## config.mk

```make
export PLATFORM = sky130hd
export DESIGN_NAME = pdw_ctrl
export DESIGN_NICKNAME = d
export VERILOG_FILES = /design/src/pkg/pdw_pkg.sv /design/src/hdl/pdw_wdt.sv /design/src/hdl/pdw_ctrl.sv
export SDC_FILE = /design/constraint.sdc
export NUM_CORES = 1
export LEC_CHECK = 0
export ABC_AREA = 1
export BUFFER_PORTS_ARGS = -buffer_cell sky130_fd_sc_hd__buf_4
export CAP_MARGIN = 10
export CORE_ASPECT_RATIO = 1.75
export CORE_UTILIZATION = 39
export CTS_CLUSTER_SIZE = 24
export DETAILED_ROUTE_END_ITERATION = 12
export SLEW_MARGIN = 30
export SYNTH_ARGS = -nofsm -noshare
export SYNTH_HDL_FRONTEND = slang
export SYNTH_SLANG_ARGS = --single-unit
```

## constraint.sdc

```tcl
create_clock -name i_clk -period 1.7 [get_ports i_clk]
set_input_delay 0.34 -clock i_clk [delete_from_list [all_inputs] [get_ports i_clk]]
set_output_delay 0.34 -clock i_clk [all_outputs]
set_load 0.05 [all_outputs]
```

## src/pkg/pdw_pkg.sv

```systemverilog
// power-down / wake-up controller: shared constants and carriers
// assumes a single 125 MHz reference clock that never stops
package pdw_pkg;

	// ------------------------------------------------------------
	// timing
	// ------------------------------------------------------------
	localparam int unsigned CLK_PERIOD_NS     = 8;
	localparam int unsigned WDT_OSC_PERIOD_NS = 65000;
	// longest period rounds down
	localparam int unsigned WDT_OSC_CYC       = WDT_OSC_PERIOD_NS / CLK_PERIOD_NS;
	localparam int unsigned WAKE_DELAY_CYC    = 1024;
	localparam int unsigned INSTR_DIV         = 4;

	// ------------------------------------------------------------
	// widths and reset values
	// ------------------------------------------------------------
	localparam int unsigned PA_WIDTH      = 8;
	localparam int unsigned INT_COUNT     = 3;
	localparam int unsigned WDT_BASE_BITS = 8;
	localparam int unsigned WDT_PRE_BITS  = 7;
	localparam logic        PDF_RST       = 1'h0;
	localparam logic        TOF_RST       = 1'h0;
	localparam logic [7:0]  PA_PREV_RST   = 8'hff;

	// ------------------------------------------------------------
	// states and wake causes
	// ------------------------------------------------------------
	typedef enum logic [3:0] {
		PDW_RUN  = 4'h1,
		PDW_HALT = 4'h2,
		PDW_WAKE = 4'h4,
		PDW_ISR  = 4'h8
	} pdw_state_type;

	typedef enum logic [3:0] {
		PDW_CS_RST = 4'h1,
		PDW_CS_WDT = 4'h2,
		PDW_CS_PA  = 4'h4,
		PDW_CS_INT = 4'h8
	} pdw_cause_type;

	// ------------------------------------------------------------
	// carriers
	// ------------------------------------------------------------
	typedef struct packed {
		logic                osc_rc;
		logic                wdt_en;
		logic                wdt_src_osc;
		logic                wdt_osc_on;
		logic                clr_two;
		logic [PA_WIDTH-1:0] wake_en;
	} pdw_cfg_type;

	typedef struct packed {
		logic                 halt;
		logic                 clr_wdt;
		logic                 clr_wdt1;
		logic                 clr_wdt2;
		logic                 stack_full;
		logic [INT_COUNT-1:0] int_req;
		logic [INT_COUNT-1:0] int_en;
		logic [2:0]           wdt_sel;
	} pdw_core_type;

	typedef struct packed {
		logic sys_clk_en;
		logic core_hold;
		logic clk_src_rc;
		logic power_down_flag;
		logic watchdog_timeout_flag;
		logic rst_full;
		logic rst_pc_sp;
		logic resume_next;
		logic isr_enter;
	} pdw_stat_type;

endpackage

```

## src/hdl/pdw_wdt.sv

```systemverilog
// watchdog_timer: 8-stage base divider plus selectable prescaler
// assumes i_tick is a one-cycle enable from the chosen wdt source
`timescale 1ns/1ps
module pdw_wdt #(
	parameter int unsigned BASE_BITS = pdw_pkg::WDT_BASE_BITS,
	parameter int unsigned PRE_BITS  = pdw_pkg::WDT_PRE_BITS
) (
	input  wire logic       i_clk,
	input  wire logic       i_arst_n,
	input  wire logic       i_tick,
	input  wire logic       i_clear,
	input  wire logic [2:0] i_sel,
	output logic            o_overflow
);

	typedef struct packed {
		logic [PRE_BITS+BASE_BITS-1:0] cnt;
		logic                          ovf;
	} pdw_wdt_st_type;

	pdw_wdt_st_type st_ff;
	pdw_wdt_st_type nxt_st;
	logic [PRE_BITS-1:0] pre_mask;

	// ratio 1:2^sel on top of the base divider
	assign pre_mask = PRE_BITS'((1 << i_sel) - 1);

	always_comb begin
		nxt_st     = st_ff;
		nxt_st.ovf = 1'b0;
		if (i_clear) begin
			nxt_st.cnt = '0;
		end else if (i_tick) begin
			if ((&st_ff.cnt[BASE_BITS-1:0]) &&
			    (&(st_ff.cnt[PRE_BITS+BASE_BITS-1:BASE_BITS] | ~pre_mask))) begin
				nxt_st.cnt = '0;
				nxt_st.ovf = 1'b1;
			end else begin
				nxt_st.cnt = st_ff.cnt + 1'b1;
			end
		end
	end

	always_ff @(posedge i_clk or negedge i_arst_n) begin
		if (!i_arst_n) begin
			st_ff <= '0;
		end else begin
			st_ff <= nxt_st;
		end
	end

	assign o_overflow = st_ff.ovf;

endmodule

```

## src/hdl/pdw_ctrl.sv

```systemverilog
// power-down and wake-up sequencer with clock source and watchdog
// assumes i_clk is the reference that keeps running in power-down;
// the system clock is modelled by o_stat.sys_clk_en
// wake pins and requests are sampled on that reference, never on the stopped clock
`timescale 1ns/1ps
module pdw_ctrl #(
	parameter int unsigned WDT_OSC_CYC = pdw_pkg::WDT_OSC_CYC,
	parameter int unsigned WAKE_CYC    = pdw_pkg::WAKE_DELAY_CYC
) (
	input  wire logic                            i_clk,
	input  wire logic                            i_arst_n,
	input  wire pdw_pkg::pdw_cfg_type            i_cfg,
	input  wire pdw_pkg::pdw_core_type           i_core,
	input  wire logic                            i_ext_rst_n,
	input  wire logic [pdw_pkg::PA_WIDTH-1:0]    i_pa,
	output logic                                 o_oscillator_output_pin_o,
	output logic                                 o_oscillator_output_pin_oe_n,
	output pdw_pkg::pdw_stat_type                o_stat
);

	// ------------------------------------------------------------
	// state
	// ------------------------------------------------------------
	localparam int unsigned DLY_W = $clog2(WAKE_CYC);
	localparam int unsigned OSC_W = $clog2(WDT_OSC_CYC + 1);

	typedef struct packed {
		pdw_pkg::pdw_state_type            state;
		pdw_pkg::pdw_cause_type            cause;
		logic                              from_halt;
		logic [DLY_W-1:0]                  dly;
		logic [1:0]                        div;
		logic [OSC_W-1:0]                  osc_cnt;
		logic [pdw_pkg::PA_WIDTH-1:0]      pa_prev;
		logic [pdw_pkg::INT_COUNT-1:0]     arm;
		logic                              clr1_pend;
		logic                              clr2_pend;
		logic                              oscillator_output_pin_o;
		logic                              oscillator_output_pin_oe_n;
		pdw_pkg::pdw_stat_type             stat;
	} pdw_ctrl_st_type;

	pdw_ctrl_st_type st_ff;
	pdw_ctrl_st_type nxt_st;

	logic                          sys_run;
	logic                          instr_tick;
	logic                          osc_tick;
	logic                          wdt_tick;
	logic                          wdt_clr;
	logic                          wdt_ovf;
	logic                          clr_ok;
	logic                          halt_take;
	logic                          pa_fall;
	logic                          int_wake;
	logic                          int_can;
	logic [pdw_pkg::PA_WIDTH-1:0]  pa_fall_pin;
	logic [pdw_pkg::INT_COUNT-1:0] int_hit;

	// ------------------------------------------------------------
	// decoders
	// ------------------------------------------------------------
	// last phase of the instruction clock divider
	function automatic logic div_last(input logic [1:0] cnt);
		return cnt == 2'(pdw_pkg::INSTR_DIV - 1);
	endfunction

	// last reference cycle of one watchdog oscillator period
	function automatic logic osc_last(input logic [OSC_W-1:0] cnt);
		return cnt == OSC_W'(WDT_OSC_CYC - 1);
	endfunction

	// only a running core executes instructions
	function automatic logic is_run(input pdw_pkg::pdw_state_type s);
		return s == pdw_pkg::PDW_RUN;
	endfunction

	// ------------------------------------------------------------
	// clock dividers
	// ------------------------------------------------------------
	assign sys_run    = st_ff.stat.sys_clk_en;
	// instruction clock only exists while the system clock runs
	assign instr_tick = sys_run && div_last(st_ff.div);
	// watchdog oscillator is free-running, independent of power-down
	assign osc_tick   = i_cfg.wdt_osc_on && osc_last(st_ff.osc_cnt);

	// source choice decides whether power-down also freezes the count
	assign wdt_tick   = i_cfg.wdt_en &&
	                    (i_cfg.wdt_src_osc ? osc_tick : instr_tick);

	// ------------------------------------------------------------
	// core requests
	// ------------------------------------------------------------
	assign halt_take = is_run(st_ff.state) && i_core.halt;

	// two-step clear needs alternating halves; repeats of one half do nothing
	always_comb begin
		clr_ok = 1'b0;
		if (i_cfg.wdt_en && is_run(st_ff.state)) begin
			if (!i_cfg.clr_two) begin
				clr_ok = i_core.clr_wdt;
			end else begin
				clr_ok = (i_core.clr_wdt1 && st_ff.clr2_pend) ||
				         (i_core.clr_wdt2 && st_ff.clr1_pend);
			end
		end
	end

	// halt, an accepted clear and the reset pin all restart the whole count
	assign wdt_clr = halt_take ||
	                 clr_ok ||
	                 !i_ext_rst_n;

	// ------------------------------------------------------------
	// wake detection on the free-running reference
	// ------------------------------------------------------------
	// one detector per pin; a pin without its wake enable never counts
	for (genvar g = 0; g < pdw_pkg::PA_WIDTH; g++) begin : g_pa_fall
		assign pa_fall_pin[g] = st_ff.pa_prev[g] && !i_pa[g] && i_cfg.wake_en[g];
	end
	assign pa_fall  = |pa_fall_pin;

	// arm mask drops any request that was already set at entry
	for (genvar g = 0; g < pdw_pkg::INT_COUNT; g++) begin : g_int_hit
		assign int_hit[g] = i_core.int_req[g] && st_ff.arm[g];
	end
	assign int_wake = |int_hit;

	assign int_can  = (|(st_ff.arm & i_core.int_en)) &&
	                  !i_core.stack_full;

	// ------------------------------------------------------------
	// watchdog
	// ------------------------------------------------------------
	pdw_wdt pdw_wdt_inst (
		.i_clk      (i_clk),
		.i_arst_n   (i_arst_n),
		.i_tick     (wdt_tick),
		.i_clear    (wdt_clr),
		.i_sel      (i_core.wdt_sel),
		.o_overflow (wdt_ovf)
	);

	// ------------------------------------------------------------
	// sequencer
	// ------------------------------------------------------------
	always_comb begin
		nxt_st                  = st_ff;
		nxt_st.stat.rst_full    = 1'b0;
		nxt_st.stat.rst_pc_sp   = 1'b0;
		nxt_st.stat.resume_next = 1'b0;
		nxt_st.stat.isr_enter   = 1'b0;
		nxt_st.stat.clk_src_rc  = i_cfg.osc_rc;
		nxt_st.pa_prev          = i_pa;

		if (i_cfg.wdt_osc_on) begin
			if (osc_last(st_ff.osc_cnt)) begin
				nxt_st.osc_cnt = '0;
			end else begin
				nxt_st.osc_cnt = st_ff.osc_cnt + 1'b1;
			end
		end else begin
			nxt_st.osc_cnt = '0;
		end

		if (sys_run) begin
			if (div_last(st_ff.div)) begin
				nxt_st.div = '0;
			end else begin
				nxt_st.div = st_ff.div + 1'b1;
			end
		end

		if (clr_ok) begin
			nxt_st.clr1_pend = 1'b0;
			nxt_st.clr2_pend = 1'b0;
		end else if (i_cfg.clr_two && is_run(st_ff.state)) begin
			if (i_core.clr_wdt1) begin
				nxt_st.clr1_pend = 1'b1;
			end
			if (i_core.clr_wdt2) begin
				nxt_st.clr2_pend = 1'b1;
			end
		end

		case (st_ff.state)
			pdw_pkg::PDW_RUN: begin
				if (clr_ok) begin
					nxt_st.stat.power_down_flag = 1'b0;
				end
				if (!i_ext_rst_n) begin
					nxt_st.state     = pdw_pkg::PDW_WAKE;
					nxt_st.cause     = pdw_pkg::PDW_CS_RST;
					nxt_st.from_halt = 1'b0;
					nxt_st.dly       = DLY_W'(WAKE_CYC - 1);
				end else if (wdt_ovf) begin
					nxt_st.stat.watchdog_timeout_flag = 1'b1;
					nxt_st.state     = pdw_pkg::PDW_WAKE;
					nxt_st.cause     = pdw_pkg::PDW_CS_WDT;
					nxt_st.from_halt = 1'b0;
					nxt_st.dly       = DLY_W'(WAKE_CYC - 1);
				end else if (halt_take) begin
					nxt_st.state     = pdw_pkg::PDW_HALT;
					nxt_st.from_halt = 1'b1;
					nxt_st.arm       = ~i_core.int_req;
					nxt_st.stat.power_down_flag       = 1'b1;
					nxt_st.stat.watchdog_timeout_flag = 1'b0;
				end
			end

			pdw_pkg::PDW_HALT: begin
				// a watchdog on its oscillator keeps counting here; core state is simply held
				// wake priority: reset pin, watchdog, port pin, interrupt
				if (!i_ext_rst_n) begin
					nxt_st.state = pdw_pkg::PDW_WAKE;
					nxt_st.cause = pdw_pkg::PDW_CS_RST;
					nxt_st.dly   = DLY_W'(WAKE_CYC - 1);
				end else if (wdt_ovf) begin
					// power-down flag is left set as well
					nxt_st.stat.watchdog_timeout_flag = 1'b1;
					nxt_st.state = pdw_pkg::PDW_WAKE;
					nxt_st.cause = pdw_pkg::PDW_CS_WDT;
					nxt_st.dly   = DLY_W'(WAKE_CYC - 1);
				end else if (pa_fall) begin
					nxt_st.state = pdw_pkg::PDW_WAKE;
					nxt_st.cause = pdw_pkg::PDW_CS_PA;
					nxt_st.dly   = DLY_W'(WAKE_CYC - 1);
				end else if (int_wake) begin
					nxt_st.state = pdw_pkg::PDW_WAKE;
					nxt_st.cause = pdw_pkg::PDW_CS_INT;
					nxt_st.arm   = int_hit;
					nxt_st.dly   = DLY_W'(WAKE_CYC - 1);
				end
			end

			pdw_pkg::PDW_WAKE: begin
				// oscillator restarting; core stays held for the full count
				// a reset pin still low keeps reloading the count
				if (!i_ext_rst_n) begin
					nxt_st.cause = pdw_pkg::PDW_CS_RST;
					nxt_st.dly   = DLY_W'(WAKE_CYC - 1);
				end else if (st_ff.dly != '0) begin
					nxt_st.dly = st_ff.dly - 1'b1;
				end else begin
					nxt_st.state = pdw_pkg::PDW_RUN;
					case (st_ff.cause)
						pdw_pkg::PDW_CS_RST: begin
							nxt_st.stat.rst_full = 1'b1;
						end
						pdw_pkg::PDW_CS_WDT: begin
							if (st_ff.from_halt) begin
								nxt_st.stat.rst_pc_sp = 1'b1;
							end else begin
								nxt_st.stat.rst_full = 1'b1;
							end
						end
						pdw_pkg::PDW_CS_PA: begin
							nxt_st.stat.resume_next = 1'b1;
						end
						pdw_pkg::PDW_CS_INT: begin
							if (int_can) begin
								nxt_st.state = pdw_pkg::PDW_ISR;
							end else begin
								nxt_st.stat.resume_next = 1'b1;
							end
						end
						default: begin
							nxt_st.stat.rst_full = 1'b1;
						end
					endcase
					nxt_st.from_halt = 1'b0;
				end
			end

			pdw_pkg::PDW_ISR: begin
				// one extra cycle before the vector is taken
				nxt_st.state          = pdw_pkg::PDW_RUN;
				nxt_st.stat.isr_enter = 1'b1;
			end

			default: begin
				nxt_st.state = pdw_pkg::PDW_RUN;
			end
		endcase

		// derived levels follow the next state so they switch with it
		nxt_st.stat.sys_clk_en = (nxt_st.state != pdw_pkg::PDW_HALT);
		nxt_st.stat.core_hold  = !is_run(nxt_st.state);
		// open-drain pin pulls low on the low half of fsys/4 in RC mode, else released
		nxt_st.oscillator_output_pin_o    = 1'b0;
		nxt_st.oscillator_output_pin_oe_n = !i_cfg.osc_rc || nxt_st.div[1];
	end

	// ------------------------------------------------------------
	// registers
	// ------------------------------------------------------------
	always_ff @(posedge i_clk or negedge i_arst_n) begin
		if (!i_arst_n) begin
			st_ff                            <= '0;
			st_ff.state                      <= pdw_pkg::PDW_RUN;
			st_ff.cause                      <= pdw_pkg::PDW_CS_RST;
			st_ff.pa_prev                    <= pdw_pkg::PA_PREV_RST;
			st_ff.oscillator_output_pin_oe_n                  <= 1'b1;
			st_ff.stat.sys_clk_en            <= 1'b1;
			st_ff.stat.power_down_flag       <= pdw_pkg::PDF_RST;
			st_ff.stat.watchdog_timeout_flag <= pdw_pkg::TOF_RST;
		end else begin
			st_ff <= nxt_st;
		end
	end

	// ------------------------------------------------------------
	// outputs
	// ------------------------------------------------------------
	assign o_oscillator_output_pin_o    = st_ff.oscillator_output_pin_o;
	assign o_oscillator_output_pin_oe_n = st_ff.oscillator_output_pin_oe_n;
	assign o_stat      = st_ff.stat;

endmodule

```

==> run metrics <==
crit path DAT=1920 ps; final setup violation count=0; Fmax=603.7 MHz; pin count of the biggest net entering global routing=32; Worst VDD drop=0.0007209 V; die area=11450 sq um; Hold Startpoint=i_pa[7]; first-pass GRT wire length=16220 um; synth top area cells=dfrtp_1 (36%), nand2_1 (12%), dfstp_2 (7.3%); gr ovfl total=0; Layout Skew=6.049 ps; Sink Count=73; vias=3748; R2R Path End=pdw_wdt_inst.st_ff[10]; Crit Path Class=reg2reg; Slew Limit Fails=0; CTS tree=done; post-route ant nets=0; Critical Path RT=1970 ps; clock root cell=clkbuf_16; dpl hpwl=7374 um; Initial Util=0.4013; syn avg cell area=7.920 sq um; Seq/Total Area, Yosys=0.4290; Total GRT Usage=0.1848; vias in the first global route=3672; R2R depth=10; fillcell total=1058; share of the synthesized area in the top cell type=0.3556; final hold viol count=0; RSZ-0062 raised after global routing=yes; number of synthesis warnings=0; Synth Register Bits=73; M2 GR Usage=0.3443; Cell Area, Synth=4293 sq um; fin crit share=0.9744; DR iter-0 viols=138; Ant. Diodes=0; Pwr Density=1171 nW/um^2; Power Total=6.320 mW; Worst Setup Start Kind=flip-flop; fin nets=663; DR WL/cell=13.29 um; ys async rst share=1.000; Ports=49; met3 usage=0.03430; Critical Path End Type=flip-flop; Reg2Reg Setup Slack=40 ps; Port Buffers=47; M1 GR Usage=0.1865; biggest area consumer among synthesized cells=dfrtp_1; max-cap violations=0; initial antenna violation count=0; chip width=81.31 um; buffers from clock root to sink, at most=2; Synth Flop Type=dfrtp_1; gpl congestion=0.8419; crit-path max FO=6; Post-Route WL=10010 um; outcome=completed; layout cells sized above 1=0.2905; top cells by count, synth=nand2_1 (137), inv_1 (71), dfrtp_1 (61), nor2_1 (50), nand3_1 (43); Die Ht=140.8 um; Worst-path clk slew=60 ps; CTS H-Tree Depth=3; worst hold margin=117.6 ps; num rows=50; Post-Synthesis Cells=542; clk_lat worst skew=330 ps; unique cell type count in the Yosys netlist=38; total CTS buffers=9; drt first pass iters=4; Post-synth EDFFs=0; R2R Path Start=st_ff[25]; final core utilization=0.5043; busiest grt layer=met2; Hold Path Class=in2reg; min cycle time layout=1657 ps; most numerous cell in the Yosys netlist=nand2_1; drt drc=0; P_leak=2.699 nW; Synthesized Nets=586; Hold Path Depth=1; Vias/cell=4.977; Hold EP=st_ff[23]; Layout area overhead=25.68%; area of the core=10700 sq um
-- routing by layer --
| metal | routed length, um | part of all wire | vias up |
|---|---|---|---|
| met5 | 0 | 0 | - |
| met2 | 5682 | 0.57 | 77 |
| li1 | - | - | 1882 |
| met3 | 294 | 0.029 | 22 |
| met1 | 3686 | 0.37 | 1767 |
| met4 | 341 | 0.034 | 0 |
-- critical path, stage by stage, from the launching register on --
cell and delay [ps]:
dfrtp_1 410, inv_2 90, ha_4 130, nand2_2 40
nor2_2 90, nand4_1 150, nand2_2 140, nand2_4 120
nor2_4 250, nand3_2 80, nand2_1 90
-- placed cells by master, fill, tap and decap left out, types with 5 or more instances in the layout --
master / instances
o21ai_2: 9
nor2_1: 45
o21ai_0: 16
nand2_2: 12
buf_4: 77
nor2_2: 7
nor3_1: 8
nand3_2: 14
nand4_1: 24
a21oi_1: 8
nand3_1: 39
nand2_1: 136
clkbuf_16: 11
dfstp_2: 12
xor2_1: 12
nand3b_1: 6
nand3_4: 5
inv_2: 6
dfrtp_1: 61
nor2_4: 7
inv_1: 69
-- metrics by stage --
step,cell area [sq um],TNS (ps),setup slack (ps),instances
after detailed placement,4918,-2423,-227.9,730
after floorplan,4307,-519.2,-52.81,542
final,5395,0,43.49,753
after global placement,4918,-2049,-192.0,730
after CTS,5197,0,22.99,746
after global routing,5395,-400.0,-70.51,753
-- layout make-up --
cell class	instances	area, sq um	share of cell area
clock buffers	9	225.2	0.04174
clock inverters	6	43.79	0.008117
inverters	77	296.5	0.05496
multi-input cells	373	2096	0.3885
flip-flops and latches	73	1842	0.3414
well taps	130	162.7	0.03015
repair buffers	85	729.5	0.1352
-- worst max path at each step --
stage,start,end,slack [ps]
2_1_floorplan,i_core[1],pdw_wdt_inst.st_ff[15],-50
3_3_place_gp,i_core[0],pdw_wdt_inst.st_ff[15],-190
3_5_place_dp,i_core[0],pdw_wdt_inst.st_ff[3],-230
4_1_cts,st_ff[24],pdw_wdt_inst.st_ff[8],20
5_1_grt,st_ff[24],pdw_wdt_inst.st_ff[10],-70
6_report,st_ff[25],pdw_wdt_inst.st_ff[10],40
-- power breakdown --
group	switching, mW	leakage, nW	internal (mW)
combinational	1.38	1.64	0.838
sequential	0.270	0.924	2.11
clock	0.738	0.132	0.983
total	2.39	2.70	3.93
-- registers in the layout, indices dropped and copies added, names as in the netlist --
signal / count
pdw_wdt_inst.o_overflow: 1
pdw_wdt_inst.st_ff: 15
o_stat: 8
o_oscillator_output_pin_oe_n: 1
sys_run: 1
st_ff: 47
-- timing repair --
action | in CTS | in global routing
setup endpoints to repair | 0 | 27
hold endpoints to repair | 28 | 0
resized for setup | 0 | 28
buffers inserted | 0 | 4
hold buffers | 1 | 0
-- cell families after synthesis --
group / Yosys count / synth area share
flops: 73 / 0.4290
fa+ha+maj: 6 / 0.01749
buf+inv: 97 / 0.1058
xor+xnor: 15 / 0.03060
simple gates: 309 / 0.3567
compound gates: 41 / 0.05946
other cells: 1 / 0.0008735
Note: power is estimated with default switching activity, not from simulation.
